### src/verilog/pin_ctrl_pkg.sv
// Purpose: shared constants and carriers for the pin output control block
// Assumes: classic Wishbone, 32-bit data, word-aligned registers
// Notes: offsets below are byte addresses
package pin_ctrl_pkg;
    localparam logic [7:0] CTRL_OFS = 8'h00;
    localparam logic [7:0] GROUP_OUT_OFS = 8'h04;
    localparam logic [7:0] GROUP_IN_OFS = 8'h08;
    localparam int DRIVE_TYPE_POS = 8;
    localparam int DIR_POS = 9;
    localparam int OUT_SRC_POS = 10;
    localparam int POLARITY_POS = 11;
    localparam int MUX_LO_POS = 12;
    localparam int OUT_DATA_POS = 16;
    localparam int PIN_IN_POS = 24;
    localparam logic [31:0] CTRL_RESET = 32'h0000_0000;
    localparam logic [31:0] WRITE_MASK = 32'h0001_3f00;
    localparam logic [1:0] MUX_GPIO = 2'h0;

    typedef struct packed {
        logic [1:0] muxSel;
        logic polarity;
        logic outSrc;
        logic dir;
        logic openDrain;
        logic outData;
        logic groupOut;
    } pin_cfg_t;

    // Signals from the three alternate functions
    typedef struct packed {
        logic [2:0] out;
        logic [2:0] oe;
    } alt_fn_t;

    typedef struct packed {
        logic o;
        logic oe;
    } pad_drive_t;
endpackage

### src/verilog/pin_output_control.sv
// Purpose: per-pin output polarity, source select, direction and drive type
// Assumes: single mclk domain; pad input is asynchronous and synchronised here
// Notes: registers at 0x00 control, 0x04 grouped output bit, 0x08 input bit
// What this block does
// - Polarity inverts alternate function outputs
// - Polarity inverts interrupt detection sense too, in alternate modes only
// - GPIO mode ignores polarity, no inversion
// - Input register reports pin level uninverted
// - Source 0: single data bit drives pin
// - Source 1: grouped output bit drives pin
// - Direction bit acts only in GPIO mode
// - Alternate function controls buffer direction itself
// - Drive type 0 push-pull, 1 open-drain
// - Drive type applies to every function
// - Selector 00 GPIO, else alternate 1-3
// - Data bit reads last accepted value; writes are ignored while source 1 is selected
`timescale 1ns/1ps
module pin_output_control
    import pin_ctrl_pkg::*;
(
    input wire logic mclk,
    input wire logic nrst,
    input wire logic wb_cyc_i,
    input wire logic wb_stb_i,
    input wire logic wb_we_i,
    input wire logic [7:0] wb_adr_i,
    input wire logic [3:0] wb_sel_i,
    input wire logic [31:0] wb_dat_i,
    output logic [31:0] wb_dat_o,
    output logic wb_ack_o,
    input wire pin_ctrl_pkg::alt_fn_t altFn,
    input wire logic padIn,
    output logic padOut,
    output logic padOe,
    output logic detectLevel
);
    import pin_ctrl_pkg::*;

    pin_cfg_t cfg_q;
    logic ack_q;
    logic [2:0] padSync_q;
    logic padLevel_q;
    logic [31:0] rdData_d;
    logic [31:0] rdData_q;
    logic access;
    logic wrStrobe;
    logic [31:0] ctrlRead;
    logic [31:0] wMask;
    logic [31:0] ctrlNew;
    logic srcBit;
    logic rawOut;
    logic rawOe;
    pad_drive_t drive;

    assign access = wb_cyc_i && wb_stb_i && !ack_q;
    // Write lands at the ack edge, while the master still holds the request
    assign wrStrobe = wb_cyc_i && wb_stb_i && ack_q && wb_we_i;

    // Byte lanes expand to a bit mask
    genvar gi;
    generate
        for (gi = 0; gi < 4; gi++) begin : g_lane
            assign wMask[gi*8 +: 8] = {8{wb_sel_i[gi]}};
        end
    endgenerate

    assign ctrlNew = wb_dat_i & wMask & WRITE_MASK;

    always_ff @(posedge mclk or negedge nrst) begin
        if (!nrst) begin
            ack_q <= 1'b0;
        end else begin
            ack_q <= access;
        end
    end

    // Control fields; only the lanes enabled by sel change
    always_ff @(posedge mclk or negedge nrst) begin
        if (!nrst) begin
            cfg_q.muxSel <= CTRL_RESET[MUX_LO_POS +: 2];
            cfg_q.polarity <= CTRL_RESET[POLARITY_POS];
            cfg_q.outSrc <= CTRL_RESET[OUT_SRC_POS];
            cfg_q.dir <= CTRL_RESET[DIR_POS];
            cfg_q.openDrain <= CTRL_RESET[DRIVE_TYPE_POS];
        end else if (wrStrobe && wb_adr_i == CTRL_OFS && wb_sel_i[1]) begin
            cfg_q.muxSel <= ctrlNew[MUX_LO_POS +: 2];
            cfg_q.polarity <= ctrlNew[POLARITY_POS];
            cfg_q.outSrc <= ctrlNew[OUT_SRC_POS];
            cfg_q.dir <= ctrlNew[DIR_POS];
            cfg_q.openDrain <= ctrlNew[DRIVE_TYPE_POS];
        end
    end

    // each data bit writable only when it is the source
    always_ff @(posedge mclk or negedge nrst) begin
        if (!nrst) begin
            cfg_q.outData <= CTRL_RESET[OUT_DATA_POS];
        end else if (wrStrobe && wb_adr_i == CTRL_OFS && wb_sel_i[2] && !cfg_q.outSrc) begin
            cfg_q.outData <= wb_dat_i[OUT_DATA_POS];
        end
    end

    always_ff @(posedge mclk or negedge nrst) begin
        if (!nrst) begin
            cfg_q.groupOut <= 1'b0;
        end else if (wrStrobe && wb_adr_i == GROUP_OUT_OFS && wb_sel_i[0] && cfg_q.outSrc) begin
            cfg_q.groupOut <= wb_dat_i[0];
        end
    end

    // Three stages; a change counts when the last two agree
    always_ff @(posedge mclk or negedge nrst) begin
        if (!nrst) begin
            padSync_q <= 3'h0;
            padLevel_q <= 1'b0;
        end else begin
            padSync_q <= {padSync_q[1:0], padIn};
            if (padSync_q[2] == padSync_q[1]) begin
                padLevel_q <= padSync_q[2];
            end
        end
    end

    always_comb begin
        ctrlRead = 32'h0;
        ctrlRead[MUX_LO_POS +: 2] = cfg_q.muxSel;
        ctrlRead[POLARITY_POS] = cfg_q.polarity;
        ctrlRead[OUT_SRC_POS] = cfg_q.outSrc;
        ctrlRead[DIR_POS] = cfg_q.dir;
        ctrlRead[DRIVE_TYPE_POS] = cfg_q.openDrain;
        ctrlRead[OUT_DATA_POS] = cfg_q.outData;
        ctrlRead[PIN_IN_POS] = padLevel_q;
    end

    // Unmapped addresses read zero and still acknowledge
    always_comb begin
        if (wb_adr_i == CTRL_OFS) begin
            rdData_d = ctrlRead;
        end else if (wb_adr_i == GROUP_OUT_OFS) begin
            rdData_d = {31'h0, cfg_q.groupOut};
        end else if (wb_adr_i == GROUP_IN_OFS) begin
            rdData_d = {31'h0, padLevel_q};
        end else begin
            rdData_d = 32'h0;
        end
    end

    always_ff @(posedge mclk or negedge nrst) begin
        if (!nrst) begin
            rdData_q <= 32'h0;
        end else if (access && !wb_we_i) begin
            rdData_q <= rdData_d;
        end
    end

    assign wb_ack_o = ack_q;
    assign wb_dat_o = rdData_q;

    assign srcBit = cfg_q.outSrc ? cfg_q.groupOut : cfg_q.outData;

    always_comb begin
        // GPIO mode, no inversion, direction bit rules
        if (cfg_q.muxSel == MUX_GPIO) begin
            rawOut = srcBit;
            rawOe = cfg_q.dir;
        end else begin
            // alternate output with polarity, its own enable
            rawOut = altFn.out[cfg_q.muxSel - 2'h1] ^ cfg_q.polarity;
            rawOe = altFn.oe[cfg_q.muxSel - 2'h1];
        end
        drive.o = rawOut;
        // open-drain only pulls low, for every function
        drive.oe = cfg_q.openDrain ? (rawOe && !rawOut) : rawOe;
    end

    assign padOut = cfg_q.openDrain ? 1'b0 : drive.o;
    assign padOe = drive.oe;

    // detection sense follows polarity only for alternate functions
    assign detectLevel = padLevel_q ^ (cfg_q.polarity && cfg_q.muxSel != MUX_GPIO);

    a_gpio_no_invert: assert property (@(posedge mclk) disable iff (!nrst)
        (cfg_q.muxSel == MUX_GPIO && cfg_q.dir && !cfg_q.openDrain) |-> (padOut == srcBit && padOe))
        else $error("gpio output inverted or disabled");

    a_alt_invert: assert property (@(posedge mclk) disable iff (!nrst)
        (cfg_q.muxSel != MUX_GPIO && !cfg_q.openDrain)
        |-> (padOut == (altFn.out[cfg_q.muxSel - 2'h1] ^ cfg_q.polarity)))
        else $error("alternate output polarity wrong");

    a_detect_sense: assert property (@(posedge mclk) disable iff (!nrst)
        detectLevel == (padLevel_q ^ (cfg_q.polarity && cfg_q.muxSel != 2'h0)))
        else $error("detect sense wrong");

    a_input_raw: assert property (@(posedge mclk) disable iff (!nrst)
        (padSync_q[2] == padSync_q[1]) |=> (padLevel_q == $past(padSync_q[2])))
        else $error("input level not raw");

    a_data_locked: assert property (@(posedge mclk) disable iff (!nrst)
        cfg_q.outSrc && $past(cfg_q.outSrc) |-> $stable(cfg_q.outData))
        else $error("single data bit changed while read-only");

    a_group_locked: assert property (@(posedge mclk) disable iff (!nrst)
        !cfg_q.outSrc && $past(!cfg_q.outSrc) |-> $stable(cfg_q.groupOut))
        else $error("grouped bit changed while read-only");

    a_dir_alt: assert property (@(posedge mclk) disable iff (!nrst)
        (cfg_q.muxSel != MUX_GPIO && !cfg_q.openDrain) |-> (padOe == altFn.oe[cfg_q.muxSel - 2'h1]))
        else $error("alternate direction not followed");

    a_gpio_input: assert property (@(posedge mclk) disable iff (!nrst)
        (cfg_q.muxSel == MUX_GPIO && !cfg_q.dir) |-> !padOe)
        else $error("input pin driven");

    a_open_drain: assert property (@(posedge mclk) disable iff (!nrst)
        cfg_q.openDrain |-> (!padOut && (padOe == (rawOe && !rawOut))))
        else $error("open-drain drove high");

    a_ack_pulse: assert property (@(posedge mclk) disable iff (!nrst)
        (access && !wb_we_i && wb_adr_i == CTRL_OFS)
        |=> (wb_ack_o && wb_dat_o[OUT_DATA_POS] == $past(cfg_q.outData)))
        else $error("read of data bit wrong");
endmodule

### config.mk
export PLATFORM = sky130hd
export DESIGN_NAME = pin_output_control
export DESIGN_NICKNAME = d
export VERILOG_FILES = /design/src/verilog/pin_ctrl_pkg.sv /design/src/verilog/pin_output_control.sv
export SDC_FILE = /design/constraint.sdc
export NUM_CORES = 1
export LEC_CHECK = 0
export BUFFER_PORTS_ARGS = -buffer_cell sky130_fd_sc_hd__buf_2
export CAP_MARGIN = 10
export CELL_PAD_IN_SITES_DETAIL_PLACEMENT = 2
export CELL_PAD_IN_SITES_GLOBAL_PLACEMENT = 2
export CORE_MARGIN = 2
export CORE_UTILIZATION = 23
export CTS_CLUSTER_DIAMETER = 60
export DETAILED_ROUTE_END_ITERATION = 8
export PLACE_DENSITY = 0.87
export SLEW_MARGIN = 20
export SYNTH_ARGS = -nofsm -noshare
export SYNTH_HDL_FRONTEND = slang
export SYNTH_SLANG_ARGS = --single-unit
export TNS_END_PERCENT = 50
### constraint.sdc
create_clock -name mclk -period 3.4 [get_ports mclk]
set_input_delay 0.34 -clock mclk [delete_from_list [all_inputs] [get_ports mclk]]
set_output_delay 0.34 -clock mclk [all_outputs]
set_load 0.01 [all_outputs]
; ---- After elaboration in Yosys (flattened, before gate mapping)
; Cells that the tools add are included.
[op_classes]
add_sub_neg = 1
n_lt_le_gt_ge = 1
n_eq_ne = 3
n_mux = 12
n_bitwise = 3
n_reduce_logical = 21
[ops]
columns = operator, count
row1 = $mux 25, 1
row2 = $and 14x14->14, 1
row3 = $logic_and 1x1->1, 14
row4 = $mux 1, 9
row5 = $eq 8x3->1 const B, 1
row6 = $eq 8x4->1 const B, 1
row7 = $logic_not 8->1, 1
row8 = $bmux 1 s2, 2
row9 = $logic_not 1->1, 4
row10 = $lt 2x3->1 const B, 1
row11 = $logic_not 2->1, 1
row12 = $reduce_bool 2->1, 1
row13 = $sub 2x1->2 const B, 1
row14 = $xor 1x1->1, 2
row15 = $eq 1x1->1, 1
[totals]
register_bits = 45
inputBits = 56
out_inout_bits = 36
elab_cells = 52

; ---- Longest topological paths before layout
; Gate-level depths: netlist of the first run.
[depth]
depth_word = 8
depth_mapped = 6
depth_no_buf = 6

; ---- Least setup slack after synthesis of the first run
; Ideal clock, no wire load.
[synth_path]
path_kind = register to output
startpoint = register cfg_q[6] in the netlist's numbering
endpoint = output port padOe
arrival_time_ps = 1694
slack_ps = 1366
stages_incl_launch_ff = 7
n_path_buf = 0
cell_sequence = dfrtp_1 > inv_1 > ha_1 > mux2i_1 > o21ai_0 > xor2_1 > a311oi_1
[synth_via]
elab_chain_len = 8
word_cells_on_any_way = 12
cone_classes = add/sub: 1 / mux: 7 / bitwise: 1 / reduce/logical: 3
[synth_lines]
columns = item, line_no
row1 = start: declaration, pin_output_control.sv:39  ; pin_cfg_t cfg_q;
row2 = $sub 2x1->2, "pin_output_control.sv:168, pin_output_control.sv:169"
row3 = $bmux 1 s2, pin_output_control.sv:168  ; rawOut = altFn.out[cfg_q.muxSel - 2'h1] ^ cfg_q.polarity;
row4 = $mux 1 (not written as such), pin_output_control.sv:168
row5 = $xor 1x1->1, pin_output_control.sv:168
row6 = $mux 1, pin_output_control.sv:163  ; if (cfg_q.muxSel == MUX_GPIO) begin
row7 = $logic_not 1->1, pin_output_control.sv:173  ; drive.oe = cfg_q.openDrain ? (rawOe && !rawOut) : rawOe;
row8 = $logic_and 1x1->1, pin_output_control.sv:173
row9 = $mux 1 (*), pin_output_control.sv:173
row10 = end: declaration, pin_output_control.sv:34  ; output logic padOe,
; Mark *: on every way between the ends. The rest lies on a longest branch, timed or not. The select of a mux whose other input is x is not followed.

; ---- Final worst setup path of the first run
; Ends and elaborated chain as after synthesis.

==> flow_summary.ini, run 1 <==
[synthesis]
synthFlopType = dfrtp_1
yosys.area_share.simple = 0.136
postSynth.asyncResetShare = 1.00
ys_types = 32
synth_compound_area_frac = 0.0988
syn_inst = 105
synth_area_sq_um = 1190
synth_mux_area_frac = 0.102
synth_xor_area_frac = 0.0147
synth_area_per_cell_sq_um = 11.3
ys.warnings.count = 0
synthAdderAreaFrac = 0.0189
ys_ff_latch = 22
ys_seq_area_frac = 0.463
synth_top_family_by_area = buffers and inverters
synth_enable_flop_cells = 0

[outcome]
outcome = complete, no violations

[clock_network]
hold_buffers = 0
cts_setup_buffers = 0
cts-root-buf = clkbuf_8
cts-buffers-inserted = 3
cts.sinks = 22
clock_latency_ns = 0.25
clockBufferDepth = 2
ctsResizeCount = 0
path_clk_slew_ns = 0.08
cts_tree = done
htree_levels = 1

[floorplan]
initial_utilization = 0.236
die_y_microns = 75.9
rows = 26
core-area_sq_um = 5040
die_w_microns = 75.9
dieArea_sq_um = 5760
io_pins = 92

[global_routing]
antenna_found_initial = 0
grt_overflow = 0
globalRouteTotalUtil = 0.104
grt_max_degree = 23
grt_first_pass_wirelength_microns = 4810
grt_pass1_vias = 992

[layout]
area_growth_pct = 21.6
final_cells = 219
fin_nets = 207
antenna_cells = 0
drive_gt1_frac = 0.409

[timing]
fmax_ghz = 0.399
finalSetupViolCount = 0
tns_ns = 0
period_minus_slack_ns = 2.51
max-slew-margin-rel = 0.664
worst_pin_slew_ns = 0.504
grt_setup_unrepaired = false
maxSlewViolCount = 0
hold_violations = 0
fin_crit_sh = 0.738
skew_ns = 0.00265

[setup_path]
cp_data_required_time_ns = 3.06
cp_data_arrival_time_ns = 2.17
endpoint_kind = output port
path_class = reg -> out
crit_fanout = 4
crit_path_start_kind = flop

[flow_run]
cap_violations = 0

[detailed_routing]
routed_via_density = 4.08
vias = 893
routedWlPerCell_microns = 12.9
drt-pass1-iter-count = 4
ant_nets = 0
drtIter0Drc = 30
wl_microns = 2820
drc_errors = 0

[power_and_ir_drop]
powerDensity_nw_per_um2 = 347
vdd_drop_max_mv = 0.168
p_leak_nw = 0.749

[place]
io_buffers = 43
gp_congestion = 0.729
dp_cells = 215
dp_hpwl_microns = 2370

[hold_path]
min_path_type = in -> async
==> cell families after synthesis <==
group	after synthesis
AO/OA/AOI/OAI	15
buffers and inverters	28
flip-flops	22
multiplexers	11
XOR/XNOR	2
other	1
adder cells (fa/ha/maj)	2
AND/OR/NAND/NOR	24
==> placed cells by master (no fill, tap or decap), types with 2 or more instances in the layout <==
| cell type | count |
|---|---|
| or4_4 | 2 |
| o21ai_0 | 3 |
| a22o_1 | 8 |
| inv_1 | 3 |
| nor4_1 | 2 |
| conb_1 | 23 |
| buf_2 | 43 |
| nor2_1 | 4 |
| mux2i_1 | 2 |
| nand2_1 | 4 |
| mux2_2 | 9 |
| dfrtp_1 | 22 |
| a311oi_1 | 2 |
| clkbuf_8 | 4 |
==> stage by stage <==
stage / instance area [sq um] / total power (W) / setup slack [ns] / utilization / hold slack [ns]
after detailed placement: 1390 / 0.000324 / 1.12 / 0.276 / 0.346
after CTS: 1450 / 0.000510 / 0.835 / 0.287 / 0.0617
after global placement: 1390 / 0.000322 / 1.19 / 0.276 / 0.333
final: 1450 / 0.000501 / 0.891 / 0.287 / 0.0420
after global routing: 1450 / 0.000526 / 0.560 / 0.287 / 0.0652
after floorplan: 1270 / 0.000314 / 1.37 / - / 0.0444
==> synth_stat cells, drive strengths merged (2+ instances only) <==
master | number | area, sq um
or4 | 2 | 22.5
a311oi | 2 | 17.5
nand2 | 4 | 15.0
dfrtp | 22 | 551
o21ai | 3 | 15.0
buf | 24 | 180
mux2 | 9 | 101
inv | 3 | 11.3
a22o | 8 | 70.1
nor4 | 2 | 12.5
nor2 | 5 | 26.3
mux2i | 2 | 20.0
==> registers in the layout, summed over array words and instances (netlist names) <==
signal and flops:
wb_dat_o 9, padLevel_q 1, cfg_q 8, wb_ack_o 1, padSync_q 3
==> metal layers <==
metal | wire (microns) | global-route usage
met5 | 0 | 0
met4 | 45 | 0.0400
met3 | 155 | 0.0202
met2 | 1590 | 0.198
met1 | 1020 | 0.114
==> worst paths after layout <==
path                                             start  slack, ns  cells after the start                 endpoint
worst max-delay path              cfg_q[6]$_DFFE_PN0P_       0.89                      7                    padOe
worst min-delay path                              nrst       0.04                      1     cfg_q[1]$_DFFE_PN0P_
worst max register to register      wb_ack_o$_DFF_PN0_       1.60                      4  wb_dat_o[9]$_DFFE_PN0P_
worst min register to register  padSync_q[0]$_DFF_PN0_       0.37                      0   padSync_q[1]$_DFF_PN0_
max in group asynchronous                         nrst       3.01                      1  wb_dat_o[8]$_DFFE_PN0P_
min in group mclk                                padIn       0.19                      1   padSync_q[0]$_DFF_PN0_
==> worst max-delay path: stages (launching register included) <==
cell and delay [ns]:
dfrtp_1 0.38, inv_1 0.09, ha_1 0.37, mux2i_1 0.14, o21ai_0 0.37, xor2_1 0.12
a311oi_1 0.26, buf_2 0.17
==> report_power, final <==
| part | internal (W) | total [W] | switching [W] | leakage [nW] |
|---|---|---|---|---|
| clock network | 0.000103 | 0.000183 | 0.0000802 | 0.0288 |
| registers | 0.000265 | 0.000268 | 0.00000306 | 0.297 |
| logic | 0.0000188 | 0.0000498 | 0.0000310 | 0.423 |
| total | 0.000387 | 0.000501 | 0.000114 | 0.749 |
==> cell type report <==
| class | count | area (sq um) |
|---|---|---|
| fillers | 590 | 3600 |
| flip-flops and latches | 22 | 551 |
| multi-input cells | 77 | 527 |
| repair buffers | 43 | 215 |
| well taps | 70 | 87.6 |
| clock buffers | 4 | 55.1 |
| inverters | 3 | 11.3 |
(Power assumes the default switching activity.)
==> inputs of run 2 (changes only) <==
--- a/config.mk
+++ b/config.mk
@@ -10,10 +10,10 @@
 export CELL_PAD_IN_SITES_DETAIL_PLACEMENT = 2
 export CELL_PAD_IN_SITES_GLOBAL_PLACEMENT = 2
 export CORE_MARGIN = 2
-export CORE_UTILIZATION = 23
+export CORE_UTILIZATION = 19
 export CTS_CLUSTER_DIAMETER = 60
 export DETAILED_ROUTE_END_ITERATION = 8
-export PLACE_DENSITY = 0.87
+export PLACE_DENSITY = 0.77
 export SLEW_MARGIN = 20
 export SYNTH_ARGS = -nofsm -noshare
 export SYNTH_HDL_FRONTEND = slang
==> constraint.sdc (replaced) <==
create_clock -name mclk -period 2.1 [get_ports mclk]
set_input_delay 0.21 -clock mclk [delete_from_list [all_inputs] [get_ports mclk]]
set_output_delay 0.21 -clock mclk [all_outputs]
set_load 0.01 [all_outputs]
==> flow_summary.ini, run 2 (synthesis gave the netlist of run 1 again) <==
[floorplan]
die_w_microns = 83.1
initial_utilization = 0.199
core-area_sq_um = 5990
rows = 28
die_y_microns = 83.1
io_pins = 92
dieArea_sq_um = 6910

[layout]
layout_commonest_cell = buf_2
mostFrequentLayoutCells = 43 x buf_2, 23 x conb_1, 22 x dfrtp_1
antenna_cells = 0
drive_gt1_frac = 0.458
area_growth_pct = 27.8
fin_nets = 213
final_cells = 230
final_core_util = 0.254
largest_reg_flops = 9
fin_area_sq_um = 1520

[power_and_ir_drop]
p_leak_nw = 0.785
net-switching-power_w = 0.000194
clkPwrFrac = 0.369
p_total_w = 0.000824
seqPwrFrac = 0.528
p_sw_frac = 0.235
powerDensity_nw_per_um2 = 542
power.internal_w = 0.000630
combPwrFrac = 0.103
vdd_drop_max_mv = 0.222

[clock_network]
clock_latency_ns = 0.26
cts_tree = done
cts-buffers-inserted = 3
cts.sinks = 22
path_clk_slew_ns = 0.08
clockBufferDepth = 2
cts-root-buf = clkbuf_8
htree_levels = 1

[timing]
period_minus_slack_ns = 2.09
max-slew-margin-rel = 0.663
worst_pin_slew_ns = 0.506
fin_crit_sh = 0.996
finalSetupViolCount = 0
tns_ns = 0
maxSlewViolCount = 0
skew_ns = 0.00222
fmax_ghz = 0.478
hold_violations = 0
grt_setup_unrepaired = true

[detailed_routing]
drt-pass1-iter-count = 2
vias = 893
routed_via_density = 3.88
wl_microns = 3010
drc_errors = 0
ant_nets = 0
drtIter0Drc = 26
routedWlPerCell_microns = 13.1

[place]
dp_hpwl_microns = 2460
io_buffers = 43
dp_cells = 224
placed_area_sq_um = 1430
gp_congestion = 0.685

[setup_path]
r2r-end = wb_dat_o[12]$_DFFE_PN0P_
endpoint_kind = output port
crit_fanout = 3
path_class = reg -> out
reg2regPathDepth = 4
rrSetupSlack_ns = 0.52
worstReg2RegStart = wb_ack_o$_DFF_PN0_
cp_data_required_time_ns = 1.89
crit_path_start_kind = flop
cp_data_arrival_time_ns = 1.88

[flow_run]
cap_violations = 0

[global_routing]
grt_pass1_vias = 1000
grt_max_degree = 23
globalRouteTotalUtil = 0.0891
grt_first_pass_wirelength_microns = 4940
grt_overflow = 0
antenna_found_initial = 0

[outcome]
outcome = complete, no violations

[hold_path]
min-delay-start = padIn
whs_endpoint = padSync_q[0]$_DFF_PN0_
min_path_type = in -> reg
min_path_cells = 1
==> run 2: changes by cell type in the layout (fill, tap and decap cells not counted) <==
cell,delta
inv_1,-2
dlygate4sd3_1,+1
ha_1,-1
o21ai_2,+1
o21ai_0,-1
buf_4,+5
inv_2,+2
mux2i_1,-1
ha_4,+1
mux2i_2,+1
==> run 2: power by group through the flow <==
stage | registers (W) | clock network (W) | logic (W)
2_1_floorplan | 0.000442 | 0 | 0.0000661
3_3_place_gp | 0.000443 | 0 | 0.0000808
3_5_place_dp | 0.000443 | 0 | 0.0000830
4_1_cts | 0.000435 | 0.000317 | 0.0000852
5_1_grt | 0.000436 | 0.000331 | 0.0000958
6_report | 0.000435 | 0.000304 | 0.0000849
==> run 2: area by class of cell <==
class / count / area (sq um)
fill: 696 / 4470
sequential: 22 / 551
multi-input combinational: 77 / 547
timing repair buffer: 49 / 263
tap: 75 / 93.8
clock buffer: 4 / 55.1
inverter: 3 / 11.3
==> run 2: layer usage <==
metal | track usage | vias up | wire length, microns
met5 | 0 | - | 0
li1 | - | 433 | -
met4 | 0.0313 | 0 | 35
met3 | 0.0219 | 2 | 186
met2 | 0.159 | 31 | 1580
met1 | 0.103 | 427 | 1210
==> run 2: per-stage QoR <==
step                hold slack [ns]  setup slack (ns)
floorplan                   -0.0856             0.196
global placement              0.203            0.0682
detailed placement            0.218            0.0418
CTS                          0.0582           0.00531
global route                 0.0525            -0.117
finish                       0.0600           0.00928
==> run 2: worst max-delay path by stage <==
stage | startpoint | endpoint | cells after the start | slack, ns
3_3_place_gp | wb_adr_i[5] | cfg_q[2]$_DFFE_PN0P_ | 5 | 0.07
2_1_floorplan | cfg_q[6]$_DFFE_PN0P_ | padOe | 6 | 0.20
4_1_cts | cfg_q[6]$_DFFE_PN0P_ | padOe | 7 | 0.005
3_5_place_dp | wb_adr_i[5] | cfg_q[6]$_DFFE_PN0P_ | 5 | 0.04
5_1_grt | cfg_q[6]$_DFFE_PN0P_ | padOe | 7 | -0.12
6_report | cfg_q[6]$_DFFE_PN0P_ | padOe | 7 | 0.009
==> run 2: what timing repair did <==
item | in CTS | in global routing
setup endpoints to repair | 2 | 2
pin swaps | 1 | 1
setup buffers | 1 | 0
gates resized for setup | 5 | 1
endpoints found under the hold margin | 22 | 0
hold buffers | 1 | 0
==> run 2: worst max-delay path, stage by stage (launching register included) <==
cell	delay (ns)
dfrtp_1	0.37
inv_2	0.06
ha_4	0.27
mux2i_2	0.21
o21ai_2	0.10
xor2_1	0.14
a311oi_1	0.29
buf_2	0.18
